## src/core/flash_host_defs.svh

```systemverilog
// Constants for the parallel flash host controller.
`ifndef FLASH_HOST_DEFS_SVH
`define FLASH_HOST_DEFS_SVH
// Command cycle addresses and data codes.
`define CMD_ADDR_A 12'h0555
`define CMD_ADDR_B 12'h0AAA
`define CMD_DATA_AA 8'hAA
`define CMD_DATA_55 8'h55
`define CMD_DATA_80 8'h80
`define CMD_DATA_A0 8'hA0
`define CMD_DATA_CHIP 8'h10
`define CMD_DATA_SECTOR 8'h30
`define CMD_DATA_LOCK 8'h40
`define ERASED_BYTE 8'hFF
// Bit positions for completion polling; the controller tests bit 6 only.
`define POLL_BIT7 7
`define POLL_BIT6 6
// Strobe timing in 8 ns clock cycles.
`define CLK_PERIOD_NS 8
`define SETUP_NS 40
`define SETUP_CYC ((`SETUP_NS + `CLK_PERIOD_NS - 1) / `CLK_PERIOD_NS)
`define PULSE_NS 40
`define PULSE_CYC ((`PULSE_NS + `CLK_PERIOD_NS - 1) / `CLK_PERIOD_NS)
`define HOLD_NS 16
`define HOLD_CYC ((`HOLD_NS + `CLK_PERIOD_NS - 1) / `CLK_PERIOD_NS)
`define READ_NS 56
`define READ_CYC ((`READ_NS + `CLK_PERIOD_NS - 1) / `CLK_PERIOD_NS)
`define RESET_LOW_NS 504
`define RESET_LOW_CYC ((`RESET_LOW_NS + `CLK_PERIOD_NS - 1) / `CLK_PERIOD_NS)
`define TIMER_W 8
`endif

```

## src/core/flash_host_pkg.sv

```systemverilog
// Types shared by the parallel flash host controller.
package flash_host_pkg;
    // Operations the user may request.
    typedef enum logic [2:0]
    {
        OP_READ = 3'h0,
        OP_PROGRAM = 3'h1,
        OP_SECTOR_ERASE = 3'h2,
        OP_CHIP_ERASE = 3'h3,
        OP_LOCKOUT = 3'h4,
        OP_RESET = 3'h5
    } op_t;

    // One user request.
    typedef struct packed
    {
        op_t op;
        logic [16:0] addr;
        logic [7:0] data;
    } req_t;

    // Pins driven toward the flash.
    typedef struct packed
    {
        logic [16:0] addr;
        logic [7:0] dq;
        logic dq_oe_n;
        logic ce_n;
        logic oe_n;
        logic we_n;
        logic reset_n;
    } pins_t;

    // Controller states, Gray coded along the write path.
    typedef enum logic [2:0]
    {
        ST_IDLE = 3'b000,
        ST_SETUP = 3'b001,
        ST_PULSE = 3'b011,
        ST_HOLD = 3'b010,
        ST_POLL = 3'b110,
        ST_READ = 3'b111,
        ST_RST = 3'b101
    } state_t;
endpackage : flash_host_pkg

```

## src/core/flash_host.sv

```systemverilog
// Host-side controller that drives a byte-wide parallel flash through its pins.
`timescale 1ns/1ns
`include "flash_host_defs.svh"
module flash_host
(
    input wire logic sys_clk_i,
    input wire logic rst_i,
    input wire flash_host_pkg::req_t req_i,
    input wire logic req_valid_i,
    output logic req_ready_o,
    output logic [7:0] rd_data_o,
    output logic done_o,
    output logic mismatch_o,
    output flash_host_pkg::pins_t pins_o,
    input wire logic [7:0] dq_i
);
    // ****************************************
    // Command sequence table
    // ****************************************
    // Returns the address of step k of a sequence; the last step of program and sector erase
    // carries the target address instead.
    function automatic logic [16:0] seq_addr(input flash_host_pkg::req_t r, input logic [2:0] k);
        logic last;
        last = (r.op == flash_host_pkg::OP_PROGRAM) ? (k == 3'h3) : (k == 3'h5);
        if (last && (r.op == flash_host_pkg::OP_PROGRAM || r.op == flash_host_pkg::OP_SECTOR_ERASE))
            return r.addr;
        else if (k == 3'h1 || k == 3'h4)
            return {5'h00, `CMD_ADDR_B};
        else
            return {5'h00, `CMD_ADDR_A};
    endfunction : seq_addr
    // Returns the data of step k of a sequence.
    function automatic logic [7:0] seq_data(input flash_host_pkg::req_t r, input logic [2:0] k);
        logic [7:0] d;
        d = `CMD_DATA_AA;
        case (k)
            3'h1, 3'h4: d = `CMD_DATA_55;
            3'h2: d = (r.op == flash_host_pkg::OP_PROGRAM) ? `CMD_DATA_A0 : `CMD_DATA_80;
            3'h3: d = (r.op == flash_host_pkg::OP_PROGRAM) ? r.data : `CMD_DATA_AA;
            3'h5: d = (r.op == flash_host_pkg::OP_CHIP_ERASE) ? `CMD_DATA_CHIP
                      : (r.op == flash_host_pkg::OP_SECTOR_ERASE) ? `CMD_DATA_SECTOR : `CMD_DATA_LOCK;
            default: d = `CMD_DATA_AA;
        endcase
        return d;
    endfunction : seq_data
    // ****************************************
    // State
    // ****************************************
    flash_host_pkg::state_t state, next_state; // Controller state and its next value.
    flash_host_pkg::req_t cur, next_cur; // Request being served.
    logic [2:0] step, next_step; // Write cycle within the sequence; 7 marks a poll gap.
    logic [`TIMER_W-1:0] timer, next_timer; // Phase timer in clock cycles.
    logic [7:0] last_poll, next_last_poll; // Previous polled byte, for bit 6 toggle detection.
    logic poll_seen, next_poll_seen; // A first poll sample is held.
    logic [7:0] rd_data, next_rd_data; // Read data or final poll byte.
    logic done, next_done; // One-cycle completion pulse.
    logic mismatch, next_mismatch; // Result differs from what was asked.
    logic [2:0] last_step; // Final write step for the current operation.
    assign last_step = (cur.op == flash_host_pkg::OP_PROGRAM) ? 3'h3 : 3'h5;
    // ****************************************
    // Next-state logic
    // ****************************************
    // One request at a time; a new one is only taken in idle, which is how the host waits
    // for each program or erase to finish before its next access.
    always_comb
    begin
        next_state = state;
        next_cur = cur;
        next_step = step;
        next_timer = (timer == '0) ? timer : timer - 1'b1;
        next_last_poll = last_poll;
        next_poll_seen = poll_seen;
        next_rd_data = rd_data;
        next_done = 1'b0;
        next_mismatch = mismatch;
        unique case (state)
            flash_host_pkg::ST_IDLE:
            begin
                if (req_valid_i)
                begin
                    next_cur = req_i;
                    next_step = 3'h0;
                    next_poll_seen = 1'b0;
                    next_mismatch = 1'b0;
                    if (req_i.op == flash_host_pkg::OP_READ)
                    begin
                        next_state = flash_host_pkg::ST_READ;
                        next_timer = `TIMER_W'(`READ_CYC);
                    end
                    else if (req_i.op == flash_host_pkg::OP_RESET)
                    begin
                        next_state = flash_host_pkg::ST_RST;
                        next_timer = `TIMER_W'(`RESET_LOW_CYC);
                    end
                    else
                    begin
                        next_state = flash_host_pkg::ST_SETUP;
                        next_timer = `TIMER_W'(`SETUP_CYC);
                    end
                end
            end
            flash_host_pkg::ST_SETUP:
            begin
                // Address settles before the strobe falls, so the later falling edge sees it.
                // A poll gap (step 7) goes back to polling; it must never open a write.
                if (timer == '0)
                begin
                    next_state = (step == 3'h7) ? flash_host_pkg::ST_POLL : flash_host_pkg::ST_PULSE;
                    next_timer = (step == 3'h7) ? `TIMER_W'(`READ_CYC) : `TIMER_W'(`PULSE_CYC);
                end
            end
            flash_host_pkg::ST_PULSE:
            begin
                if (timer == '0)
                begin
                    next_state = flash_host_pkg::ST_HOLD;
                    next_timer = `TIMER_W'(`HOLD_CYC);
                end
            end
            flash_host_pkg::ST_HOLD:
            begin
                if (timer == '0)
                begin
                    if (step == last_step)
                    begin
                        // Lockout also needs no poll result; it is treated like an erase.
                        next_state = flash_host_pkg::ST_POLL;
                        next_timer = `TIMER_W'(`READ_CYC);
                    end
                    else
                    begin
                        next_step = step + 3'h1;
                        next_state = flash_host_pkg::ST_SETUP;
                        next_timer = `TIMER_W'(`SETUP_CYC);
                    end
                end
            end
            flash_host_pkg::ST_POLL:
            begin
                // Each poll is one full read strobe, so bit 6 advances once per poll.
                if (timer == '0)
                begin
                    next_last_poll = dq_i;
                    next_poll_seen = 1'b1;
                    if (poll_seen && (dq_i[`POLL_BIT6] == last_poll[`POLL_BIT6]))
                    begin
                        next_state = flash_host_pkg::ST_IDLE;
                        next_done = 1'b1;
                        next_rd_data = dq_i;
                        // A program that cleared no bit it should have shows as a mismatch.
                        if (cur.op == flash_host_pkg::OP_PROGRAM)
                            next_mismatch = (dq_i != cur.data);
                        else if (cur.op == flash_host_pkg::OP_SECTOR_ERASE)
                            next_mismatch = (dq_i != `ERASED_BYTE);
                        else
                            next_mismatch = 1'b0;
                    end
                    else
                    begin
                        next_state = flash_host_pkg::ST_SETUP; // Gap between polls.
                        next_step = 3'h7;
                        next_timer = `TIMER_W'(`SETUP_CYC);
                    end
                end
            end
            flash_host_pkg::ST_READ:
            begin
                if (timer == '0)
                begin
                    next_rd_data = dq_i;
                    next_done = 1'b1;
                    next_state = flash_host_pkg::ST_IDLE;
                end
            end
            flash_host_pkg::ST_RST:
            begin
                if (timer == '0)
                begin
                    next_done = 1'b1;
                    next_state = flash_host_pkg::ST_IDLE;
                end
            end
            default: next_state = flash_host_pkg::ST_IDLE; // Unused state codes fall back to idle.
        endcase
    end
    // Registers only.
    always_ff @(posedge sys_clk_i or posedge rst_i)
    begin
        if (rst_i)
        begin
            state <= flash_host_pkg::ST_IDLE;
            cur <= '0;
            step <= 3'h0;
            timer <= '0;
            last_poll <= 8'h00;
            poll_seen <= 1'b0;
            rd_data <= 8'h00;
            done <= 1'b0;
            mismatch <= 1'b0;
        end
        else
        begin
            state <= next_state;
            cur <= next_cur;
            step <= next_step;
            timer <= next_timer;
            last_poll <= next_last_poll;
            poll_seen <= next_poll_seen;
            rd_data <= next_rd_data;
            done <= next_done;
            mismatch <= next_mismatch;
        end
    end
    // ****************************************
    // Pin drive
    // ****************************************
    // Pins are decoded from registered state; output enable stays high on every write.
    always_comb
    begin
        pins_o.addr = (state == flash_host_pkg::ST_READ || state == flash_host_pkg::ST_POLL
                       || step == 3'h7) ? cur.addr : seq_addr(cur, step);
        pins_o.dq = seq_data(cur, step);
        pins_o.ce_n = (state == flash_host_pkg::ST_IDLE || state == flash_host_pkg::ST_RST);
        pins_o.we_n = !(state == flash_host_pkg::ST_PULSE);
        pins_o.oe_n = !(state == flash_host_pkg::ST_READ || state == flash_host_pkg::ST_POLL);
        pins_o.dq_oe_n = !(state == flash_host_pkg::ST_SETUP || state == flash_host_pkg::ST_PULSE
                           || state == flash_host_pkg::ST_HOLD) || step == 3'h7;
        pins_o.reset_n = !(state == flash_host_pkg::ST_RST);
    end
    assign req_ready_o = (state == flash_host_pkg::ST_IDLE);
    assign rd_data_o = rd_data;
    assign done_o = done;
    assign mismatch_o = mismatch;
    // ****************************************
    // Assertions
    // ****************************************
    AST_OE_HIGH_ON_WRITE: assert property (@(posedge sys_clk_i) disable iff (rst_i)
        !pins_o.we_n |-> pins_o.oe_n && !pins_o.ce_n)
        else $error("Write strobe low while output enable low.");
    AST_NO_CONTENTION: assert property (@(posedge sys_clk_i) disable iff (rst_i)
        !pins_o.oe_n |-> pins_o.dq_oe_n)
        else $error("Host drives data while flash outputs enabled.");
    AST_ADDR_STABLE: assert property (@(posedge sys_clk_i) disable iff (rst_i)
        !pins_o.we_n |-> $stable(pins_o.addr))
        else $error("Address moved during write pulse.");
    AST_DATA_STABLE: assert property (@(posedge sys_clk_i) disable iff (rst_i)
        $rose(pins_o.we_n) |-> $stable(pins_o.dq) && !pins_o.dq_oe_n)
        else $error("Data not held at strobe rise.");
    AST_BUSY_NO_REQ: assert property (@(posedge sys_clk_i) disable iff (rst_i)
        state == flash_host_pkg::ST_POLL |-> !req_ready_o && pins_o.we_n && pins_o.dq_oe_n)
        else $error("Ready or write while an operation is still polled.");
    AST_RESET_LEN: assert property (@(posedge sys_clk_i) disable iff (rst_i)
        $fell(pins_o.reset_n) |-> !pins_o.reset_n [*8])
        else $error("Flash reset pulse too short.");
    AST_READ_DONE: assert property (@(posedge sys_clk_i) disable iff (rst_i)
        $fell(pins_o.oe_n) && state == flash_host_pkg::ST_READ |-> ##[1:12] done_o)
        else $error("Read did not complete in time.");
    AST_FIRST_CODE: assert property (@(posedge sys_clk_i) disable iff (rst_i)
        !pins_o.we_n && step == 3'h0 |-> pins_o.addr[11:0] == `CMD_ADDR_A && pins_o.dq == `CMD_DATA_AA)
        else $error("First command cycle wrong.");
    COV_PROGRAM: cover property (@(posedge sys_clk_i) done_o && cur.op == flash_host_pkg::OP_PROGRAM);
    COV_SECTOR: cover property (@(posedge sys_clk_i) done_o && cur.op == flash_host_pkg::OP_SECTOR_ERASE);
    COV_READ: cover property (@(posedge sys_clk_i) done_o && cur.op == flash_host_pkg::OP_READ);
endmodule : flash_host

```

## config.mk

```make
export PLATFORM = sky130hd
export DESIGN_NAME = flash_host
export DESIGN_NICKNAME = d
export VERILOG_FILES = /design/src/core/flash_host_pkg.sv /design/src/core/flash_host.sv
export VERILOG_INCLUDE_DIRS = /design/src /design/src/core
export SDC_FILE = /design/constraint.sdc
export NUM_CORES = 1
export LEC_CHECK = 0
export BUFFER_PORTS_ARGS = -buffer_cell sky130_fd_sc_hd__buf_2
export CORE_ASPECT_RATIO = 0.8
export CORE_MARGIN = 10
export CORE_UTILIZATION = 53
export CTS_CLUSTER_SIZE = 25
export DETAILED_ROUTE_END_ITERATION = 7
export GPL_ROUTABILITY_DRIVEN = 0
export PLACE_DENSITY = 0.83
export SYNTH_ARGS = -nofsm -noshare
export SYNTH_HDL_FRONTEND = slang
export SYNTH_SLANG_ARGS = --single-unit
```

## constraint.sdc

```tcl
create_clock -name sys_clk_i -period 2.52 [get_ports sys_clk_i]
set_input_delay 0.252 -clock sys_clk_i [delete_from_list [all_inputs] [get_ports sys_clk_i]]
set_output_delay 0.252 -clock sys_clk_i [all_outputs]
set_load 0.05 [all_outputs]
```

-- Yosys cells after proc, flatten, opt, wreduce, memory -nomap -nowiden
Cells that the tools add are included.
- register bits: 60
- latch bits: 0
- RAM bits: 0
- bits in read-only memories: 0
- input bits: 39
- output and inout bits: 41
- word-level logic and storage cells: 128
- memories: 0
- $add $sub $neg: 2
- multiply operators: 0
- divide/modulo/power cells: 0
- magnitude comparators: 0
- equality and inequality tests: 30
- shifts and indexed selects: 0
- mux-type cells: 56
- bitwise logic cells: 0
- reductions and logical operators: 29
- operator list (cell ; number):
    $mux 8 ; 11
    $mux 3 ; 16
    $pmux 8 s5 ; 1
    $mux 17 ; 2
    $pmux 8 s4 ; 1
    $eq 3x3->1 const B ; 7
    $eq 3x2->1 const B ; 6
    $mux 6 ; 3
    $ne 2x2->1 const B ; 9
    $pmux 3 s6 ; 1
    $pmux 8 s2 ; 1
    $mux 7 ; 2
    $mux 12 ; 1
    $reduce_and 6->1 ; 2
    $mux 1 ; 11
    $eq 3x1->1 const B ; 3
    $pmux 3 s3 ; 1
    $logic_not 8->1 ; 1
    $logic_or 1x1->1 ; 8
    $ne 8x8->1 ; 1
    $ne 8x8->1 const B ; 1
    $reduce_and 4->1 ; 2
    $sub 8x1->8 const B ; 1
    $logic_not 3->1 ; 2
    13 further kinds ; 23

-- Depth between registers and ports, before layout
Gate-level depths: netlist (run 1).
- depth in word-level cells: 6
- mapped depth: 11
- mapped depth without buffers: 9

-- Least setup slack after synthesis (run 1)
No wires, ideal clock.
- kind: register -> register
- from: register state[1]
- to: register cur[25] in the netlist's numbering
- library setup time: 0.117 ns
- data arrival time: 2.516 ns
- data required time: 2.403 ns
- slack: -0.113 ns
- cell stages (with the launch flop): 8
- path buffers: 3
- clock period less this slack: 2.633 ns
- cells stage by stage: dfrtp_1 -> clkbuf_1 -> nor3_1 -> nand2_1 -> clkbuf_1 -> clkbuf_1 -> nand2_1 -> nand2_1
- word-level cells in the longest chain between the ends: 2
- ends and longest elaborated chain (what ; RTL line ; RTL):
    from (decl) ; flash_host.sv:49 ; flash_host_pkg::state_t state, next_state;
    from (signal assigned) ; flash_host.sv:191 ; state <= flash_host_pkg::ST_IDLE;
    from (signal assigned) ; flash_host.sv:203 ; state <= next_state;
    $logic_not 3->1 ; n/a ;
    named net req_ready_o ; flash_host.sv:10 ; output logic req_ready_o,
    $reduce_and 2->1 (no line) ; n/a ;
    to (signal assigned) ; flash_host.sv:204 ; cur <= next_cur;
    to (decl) ; flash_host.sv:50 ; flash_host_pkg::req_t cur, next_cur;
The timed path passes the listed nets, and every way through them passes these cells.
A chain may end at the register's enable or synchronous reset.

==> results of run 1 <==
-- area by class of cell --
class	count	area [um^2]	area share [%]
clock buffer	6	82.6	2.16
clock inverter	2	38.8	1.01
inverter	14	52.6	1.37
multi-input combinational	273	1630	42.6
sequential	54	1350	35.4
tap	78	97.6	2.55
timing repair buffer	92	569	14.9
-- layer usage --
layer | GRT usage, % | share of wire, % | vias up
li1 | - | - | 1367
met1 | 23.8 | 43 | 1387
met2 | 29.9 | 47 | 129
met3 | 5.58 | 9.2 | 20
met4 | 2.99 | 1.7 | 0
met5 | 0 | 0 | -
-- state kept, by name (all words and copies together), names as in the netlist --
signal      cells
state           3
step            3
mismatch_o      1
last_poll       1
rd_data_o       8
poll_seen       1
done_o          1
timer           8
cur            28
-- path summary, 6_finish.rpt --
path | startpoint | to | slack (ps) | cells past startpoint
min reg2reg | cur[21] | cur[21] | 480 | 2
min | rst_i | cur[9] | -20 | 2
max reg2reg | timer[0] | rd_data_o[5] | 280 | 6
max in group asynchronous | rst_i | cur[3] | 1910 | 3
min in group sys_clk_i | req_i[20] | cur[20] | 130 | 3
max | step[1] | pins_o[20] | 0.1 | 8
-- placed cells by master, fill, tap and decap left out, types with 5 or more instances in the layout --
cell	synthesis	routed
o21a_1	8	8
clkbuf_8	0	6
mux2_2	9	9
nor2_1	12	12
nand3_1	6	6
xor2_1	9	9
dfrtp_1	54	52
xnor2_1	5	5
a21oi_1	8	7
nand2_1	123	122
buf_4	2	15
buf_2	1	67
inv_1	13	10
o21ai_0	16	16
and2_1	6	6
ha_1	9	6
nor3_1	7	6
buf_6	1	9
-- metrics by stage --
| stage | TNS, ps | hold slack (ps) |
|---|---|---|
| floorplan | 0 | 357 |
| global placement | 0 | 337 |
| detailed placement | 0 | 337 |
| CTS | 0 | 8.96 |
| global route | -460 | 29.5 |
| finish | 0 | -17.9 |
-- cells by family (layout without fill, tap and decap cells) --
kind of cell	count (synthesis)	in the layout	synth area share, %
XOR/XNOR	14	14	3.99
adder cells (fa/ha/maj)	9	9	3.66
buffers and inverters	34	114	4.68
AO/OA/AOI/OAI	55	55	11.7
multiplexers	13	13	4.60
AND/OR/NAND/NOR	182	182	27.4
flip-flops	54	54	44.0
-- what timing repair did --
item,CTS,global route
setup endpoints to repair,17,17
pin swaps,0,0
gates resized for setup,15,24
buffers inserted,2,2
-- critical path, cell delays in order, from the launching register on --
cell and delay, ps:
dfrtp_1 440, inv_2 110, ha_4 150, nand3b_1 120, or3_4 380, and3b_2 250, buf_4 170, o21a_1 190
buf_6 150
==> flow_summary.json, run 1 <==
{
  "placedInstanceArea_um2": 3550,
  "cts_tree": "done",
  "grt_antenna_before_repair": 0,
  "relSlewSlack_pct": 62.7,
  "cts_max_level": 2,
  "cts_root_buf": "clkbuf_8",
  "place_inst": 507,
  "synth_area_leaders": "dfrtp_1 44%, nand2_1 15%, ha_1 3.7%",
  "status": "finished, violations left",
  "fin_cells": 519,
  "crit_path_end_kind": "primary output",
  "syn_area_um2": 3070,
  "nNetsFinal": 488,
  "slew_viol_final": 0,
  "area_growth_pct": 24.5,
  "diodes": 0,
  "numCtsBuffers": 5,
  "critical_path_required_ps": 2270,
  "die_area_um2": 9270,
  "fill_cells": 456,
  "grtUsageTotal_pct": 18.3,
  "syn_nets": 409,
  "worst-slew-pin-transition_ps": 558,
  "syn_inst": 361,
  "finalSetupViolCount": 0,
  "grt_pass1_vias": 2864,
  "firstDrtPassIters": 5,
  "critPathMaxFanout": 6,
  "crit_arrival_ps": 2270,
  "crit_type": "register to primary output",
  "vias": 2903,
  "clk_pin_slew_ps": 110,
  "antenna_left": 0,
  "violations": "negative hold slack",
  "insertion_delay_ps": 310,
  "core_um2": 5530,
  "start_util_pct": 55.6,
  "ys_types": 54,
  "yosysWarningCount": 0,
  "fin_crit_sh_pct": 100,
  "max_freq_mhz": 397,
  "rsz0062_at_grt": "yes",
  "dp_hpwl_um": 6120,
  "die_y_um": 88.1,
  "stdcell_area_um2": 3830,
  "drv_cap": 0,
  "hold_class": "input pin to asynchronous set/reset pin",
  "wirelength_um": 8860,
  "async_reset_ff_share_pct": 100,
  "dp_slack_ps": 53.0,
  "synth_most_common_cell": "nand2_1",
  "ctsHoldBuffers": 0,
  "synth.top_cells.by_count": "123 x nand2_1, 54 x dfrtp_1, 16 x o21ai_0",
  "clock_sinks": 54,
  "final_util_pct": 69.2,
  "drive_gt1_share_pct": 29.0,
  "clock_skew_ps": 9.91,
  "netlist.area_leader.share_pct": 44.0,
  "hold_viol": 24,
  "drcViolationCount": 0,
  "die_x_um": 105,
  "ys.flop_type": "dfrtp_1",
  "ys_seq_area_share_pct": 44.0,
  "clock_path_buffers": 2,
  "synth_edf_count": 0,
  "grt_pass1_wl_um": 14200,
  "drt_iter0_markers": 223,
  "hold_ws_ps": -17.9,
  "row_count": 24,
  "port_buffers": 79,
  "wl_per_cell_um": 17.1,
  "ys_seq_elements": 54,
  "setup_ws_ps": 0.133,
  "fin_crit_ps": 2520,
  "synth_largest_area_cell": "dfrtp_1",
  "critPathLaunchType": "register",
  "grt_max_degree": 32,
  "io_pins": 80,
  "overflow": 0,
  "vias_per_cell": 5.59,
  "syn-mean-instance-area_um2": 8.52
}
Power of run 1 is left out: the tool's default activity adds up to more than one toggle a clock period on the data nets, which glitch-free logic cannot reach.
==> run 2, diff against run 1 <==
- CORE_UTILIZATION: 53 -> 57
- PLACE_DENSITY: 0.83 -> 0.88
- clock period: 2.52 -> 3 ns (I/O delays scaled with it)
==> run 2 against run 1 <==
Against the previous run: the flow still finishes with violations (negative hold slack); highest routed layer unchanged; global-route usage up 0.79 points; setup slack better by 210 ps; first-iteration DRC count down 2.2%; clock skew down 3.5 ps.
==> flow_summary.json, run 2 (synthesis results as in run 1) <==
{
  "die_x_um": 102,
  "fill_cells": 411,
  "ctsHoldBuffers": 0,
  "die_y_um": 85.7,
  "row_count": 23,
  "insertion_delay_ps": 310,
  "hold_viol": 2,
  "fin_crit_ps": 2790,
  "drcViolationCount": 0,
  "grt_pass1_vias": 2875,
  "crit_type": "register to primary output",
  "rsz0062_at_grt": "no",
  "cts_root_buf": "clkbuf_8",
  "clock_skew_ps": 6.38,
  "fin_crit_sh_pct": 93.0,
  "die_area_um2": 8750,
  "crit_arrival_ps": 2490,
  "placedInstanceArea_um2": 3500,
  "final_util_pct": 70.8,
  "worst-slew-pin-transition_ps": 496,
  "nNetsFinal": 481,
  "violations": "negative hold slack",
  "most-common-layout-cells": "122 x nand2_1, 79 x buf_2, 54 x dfrtp_1",
  "status": "finished, violations left",
  "top_register": "cur",
  "critPathLaunchType": "register",
  "grt_pass1_wl_um": 13800,
  "overflow": 0,
  "numCtsBuffers": 5,
  "dp_slack_ps": 414,
  "max_freq_mhz": 359,
  "hold_class": "input pin to asynchronous set/reset pin",
  "crit_path_end_kind": "primary output",
  "final_common_cell": "nand2_1",
  "grt_antenna_before_repair": 0,
  "diodes": 0,
  "setup_ws_ps": 211,
  "vias_per_cell": 5.76,
  "relSlewSlack_pct": 66.9,
  "antenna_left": 0,
  "wirelength_um": 8310,
  "clock_path_buffers": 2,
  "port_buffers": 79,
  "cts_tree": "done",
  "slew_viol_final": 0,
  "clock_sinks": 54,
  "hold_ws_ps": -2.33,
  "clk_pin_slew_ps": 100,
  "wl_per_cell_um": 16.8,
  "drive_gt1_share_pct": 25.3,
  "drv_cap": 0,
  "vias": 2858,
  "dp_hpwl_um": 6250,
  "largest_reg_flops": 28,
  "cts_max_level": 2,
  "stdcell_area_um2": 3630,
  "critPathMaxFanout": 12,
  "grt_max_degree": 33,
  "drt_iter0_markers": 218,
  "core_um2": 5120,
  "grtUsageTotal_pct": 19.1,
  "io_pins": 80,
  "fin_setup_tns_ps": 0,
  "area_growth_pct": 17.9,
  "start_util_pct": 60.0,
  "critical_path_required_ps": 2700,
  "firstDrtPassIters": 7,
  "finalSetupViolCount": 0
}
==> run 2: cell count changes in the layout (fill, tap and decap cells not counted), sizes merged <==
cell  change
buf       -7
==> run 2: timing repair <==
action,in CTS,in global routing
gates resized for setup,0,2
setup buffers,0,0
endpoints found under the setup margin,0,12
==> run 2: critical path, stage by stage, from the launching register on <==
cell	delay (ps)
dfrtp_1	440
inv_1	120
ha_1	220
nand3b_1	100
or3_1	360
and3b_2	290
nand2_2	230
o21a_1	170
buf_2	260
==> run 2: metal layers <==
layer	share of wire, %	track usage, %	vias up
li1	-	-	1353
met1	43	25.2	1332
met2	44	29.4	160
met3	12	6.26	13
met4	0.89	4.73	0
met5	0	0	-
==> run 2: path summary, 6_finish.rpt <==
| kind | startpoint | end | slack, ps | depth (start not counted) |
|---|---|---|---|---|
| max | step[1] | pins_o[22] | 210 | 8 |
| min | rst_i | cur[21] | -2 | 2 |
| min reg2reg | cur[14] | cur[14] | 480 | 2 |
| max reg2reg | timer[0] | rd_data_o[2] | 640 | 6 |
| max in group asynchronous | rst_i | rd_data_o[2] | 2220 | 3 |
| min in group sys_clk_i | req_i[3] | cur[3] | 170 | 3 |
==> run 2: area by class of cell <==
cell class	count	area [um^2]	area share (%)
repair buffers	85	440	12.1
inverters	14	52.6	1.45
flip-flops and latches	54	1350	37.3
clock buffers	6	82.6	2.28
multi-input cells	273	1580	43.7
well taps	62	77.6	2.14
clock inverters	2	38.8	1.07
==> run 2: per-stage QoR <==
stage | cells | hold slack (ps)
3_3_place_gp | 488 | 353
3_5_place_dp | 488 | 354
2_1_floorplan | 361 | 405
5_1_grt | 496 | 28.9
6_report | 496 | -2.33
4_1_cts | 496 | 17.7
Power of run 2 is left out for the same reason.
==> run 3, diff against run 2 <==
- CORE_MARGIN: 10 -> 3
- PLACE_DENSITY: 0.88 -> 0.89
==> run 3 against run 2 <==
Against the previous run: the flow now finishes without violations; die area shrank 28%; critical path type unchanged; via count shrank 1.0%; critical endpoint is now pins_o[13]; core utilization is essentially flat.
==> flow_summary.json, run 3 (synthesis results as in run 1) <==
{
  "status": "finished, final reports clean",
  "drive_gt1_share_pct": 25.1,
  "nNetsFinal": 481,
  "grtUsageTotal_pct": 24.5,
  "fin_setup_tns_ps": 0,
  "largest_reg_flops": 28,
  "fin_crit_sh_pct": 94.0,
  "grt_pass1_wl_um": 12200,
  "ctsHoldBuffers": 0,
  "grt_max_degree": 39,
  "drcViolationCount": 0,
  "critical_path_required_ps": 2700,
  "row_count": 23,
  "placedInstanceArea_um2": 3500,
  "post_cts_buffers": 0,
  "wl_per_cell_um": 15.2,
  "clk_pin_slew_ps": 100,
  "io_pins": 80,
  "r2r-start": "timer[0]",
  "firstDrtPassIters": 6,
  "die_area_um2": 6320,
  "start_util_pct": 60.0,
  "crit_type": "register to primary output",
  "wirelength_um": 7540,
  "final_common_cell": "nand2_1",
  "dp_hpwl_um": 5510,
  "insertion_delay_ps": 310,
  "critPathMaxFanout": 12,
  "clock_sinks": 54,
  "finalSetupViolCount": 0,
  "diodes": 0,
  "rsz0062_at_grt": "no",
  "antenna_left": 0,
  "max_freq_mhz": 355,
  "fill_cells": 402,
  "cts_root_buf": "clkbuf_8",
  "slew_viol_final": 0,
  "vias": 2828,
  "cts_tree": "done",
  "fin_cells": 496,
  "crit_path_end_kind": "primary output",
  "overflow": 0,
  "fin_crit_ps": 2820,
  "grt_antenna_before_repair": 0,
  "most-common-layout-cells": "122 x nand2_1, 79 x buf_2, 54 x dfrtp_1",
  "core_um2": 5120,
  "rr_worst_depth": 6,
  "rr_endpoint": "rd_data_o[2]",
  "crit_arrival_ps": 2520,
  "relSlewSlack_pct": 47.4,
  "hold_viol": 0,
  "cts_max_level": 2,
  "hold_class": "input pin to asynchronous set/reset pin",
  "reg2reg_slack_ps": 690,
  "critPathLaunchType": "register",
  "area_growth_pct": 17.9,
  "place_inst": 488,
  "drt_iter0_markers": 351,
  "vias_per_cell": 5.70,
  "worst-slew-pin-transition_ps": 787,
  "top_register": "cur",
  "numCtsBuffers": 5,
  "drv_cap": 0,
  "stdcell_area_um2": 3620,
  "grt_pass1_vias": 2586,
  "cts_resized": 0,
  "port_buffers": 79,
  "die_x_um": 88.1,
  "clock_path_buffers": 2,
  "die_y_um": 71.7,
  "clock_skew_ps": 6.88,
  "hold_ws_ps": 130
}
[run 3: worst max-delay path by stage]
stage             start         end  slack [ps]  cells after the start
6_report        step[2]  pins_o[13]         180                      8
5_1_grt         step[1]  pins_o[20]          10                      8
4_1_cts         step[1]  pins_o[16]          80                      8
3_5_place_dp    step[0]  pins_o[13]         430                      8
3_3_place_gp    step[1]  pins_o[14]         570                      8
2_1_floorplan  state[1]     cur[25]         370                      7
[run 3: per-layer routing]
metal	wire length, um	vias to the layer above	global-route usage [%]
met5	0	-	0
met3	665	15	3.79
met1	3380	1313	37.3
li1	-	1346	-
met2	3400	154	36.8
met4	102	0	6.21
[run 3: through the flow]
step                worst slack [ps]  utilization [%]
finish                           181             70.8
global route                    10.1             70.8
CTS                             80.3             70.7
detailed placement               433             68.3
global placement                 568             68.3
floorplan                        367                -
[run 3: final cells by class]
class,count,area [um^2],area share (%)
timing repair buffer,85,440,12.2
sequential,54,1350,37.3
inverter,14,52.6,1.45
clock inverter,2,38.8,1.07
tap,62,77.6,2.14
clock buffer,6,82.6,2.28
multi-input combinational,273,1580,43.6
[run 3: worst max-delay path: stages (launching register included)]
cell and delay (ps):
dfrtp_1 490, inv_1 140, ha_1 280, inv_1 170
nor2_8 70, and3b_1 430, nand2_2 230, nand2_1 130
buf_2 270
Power of run 3 is left out for the same reason.
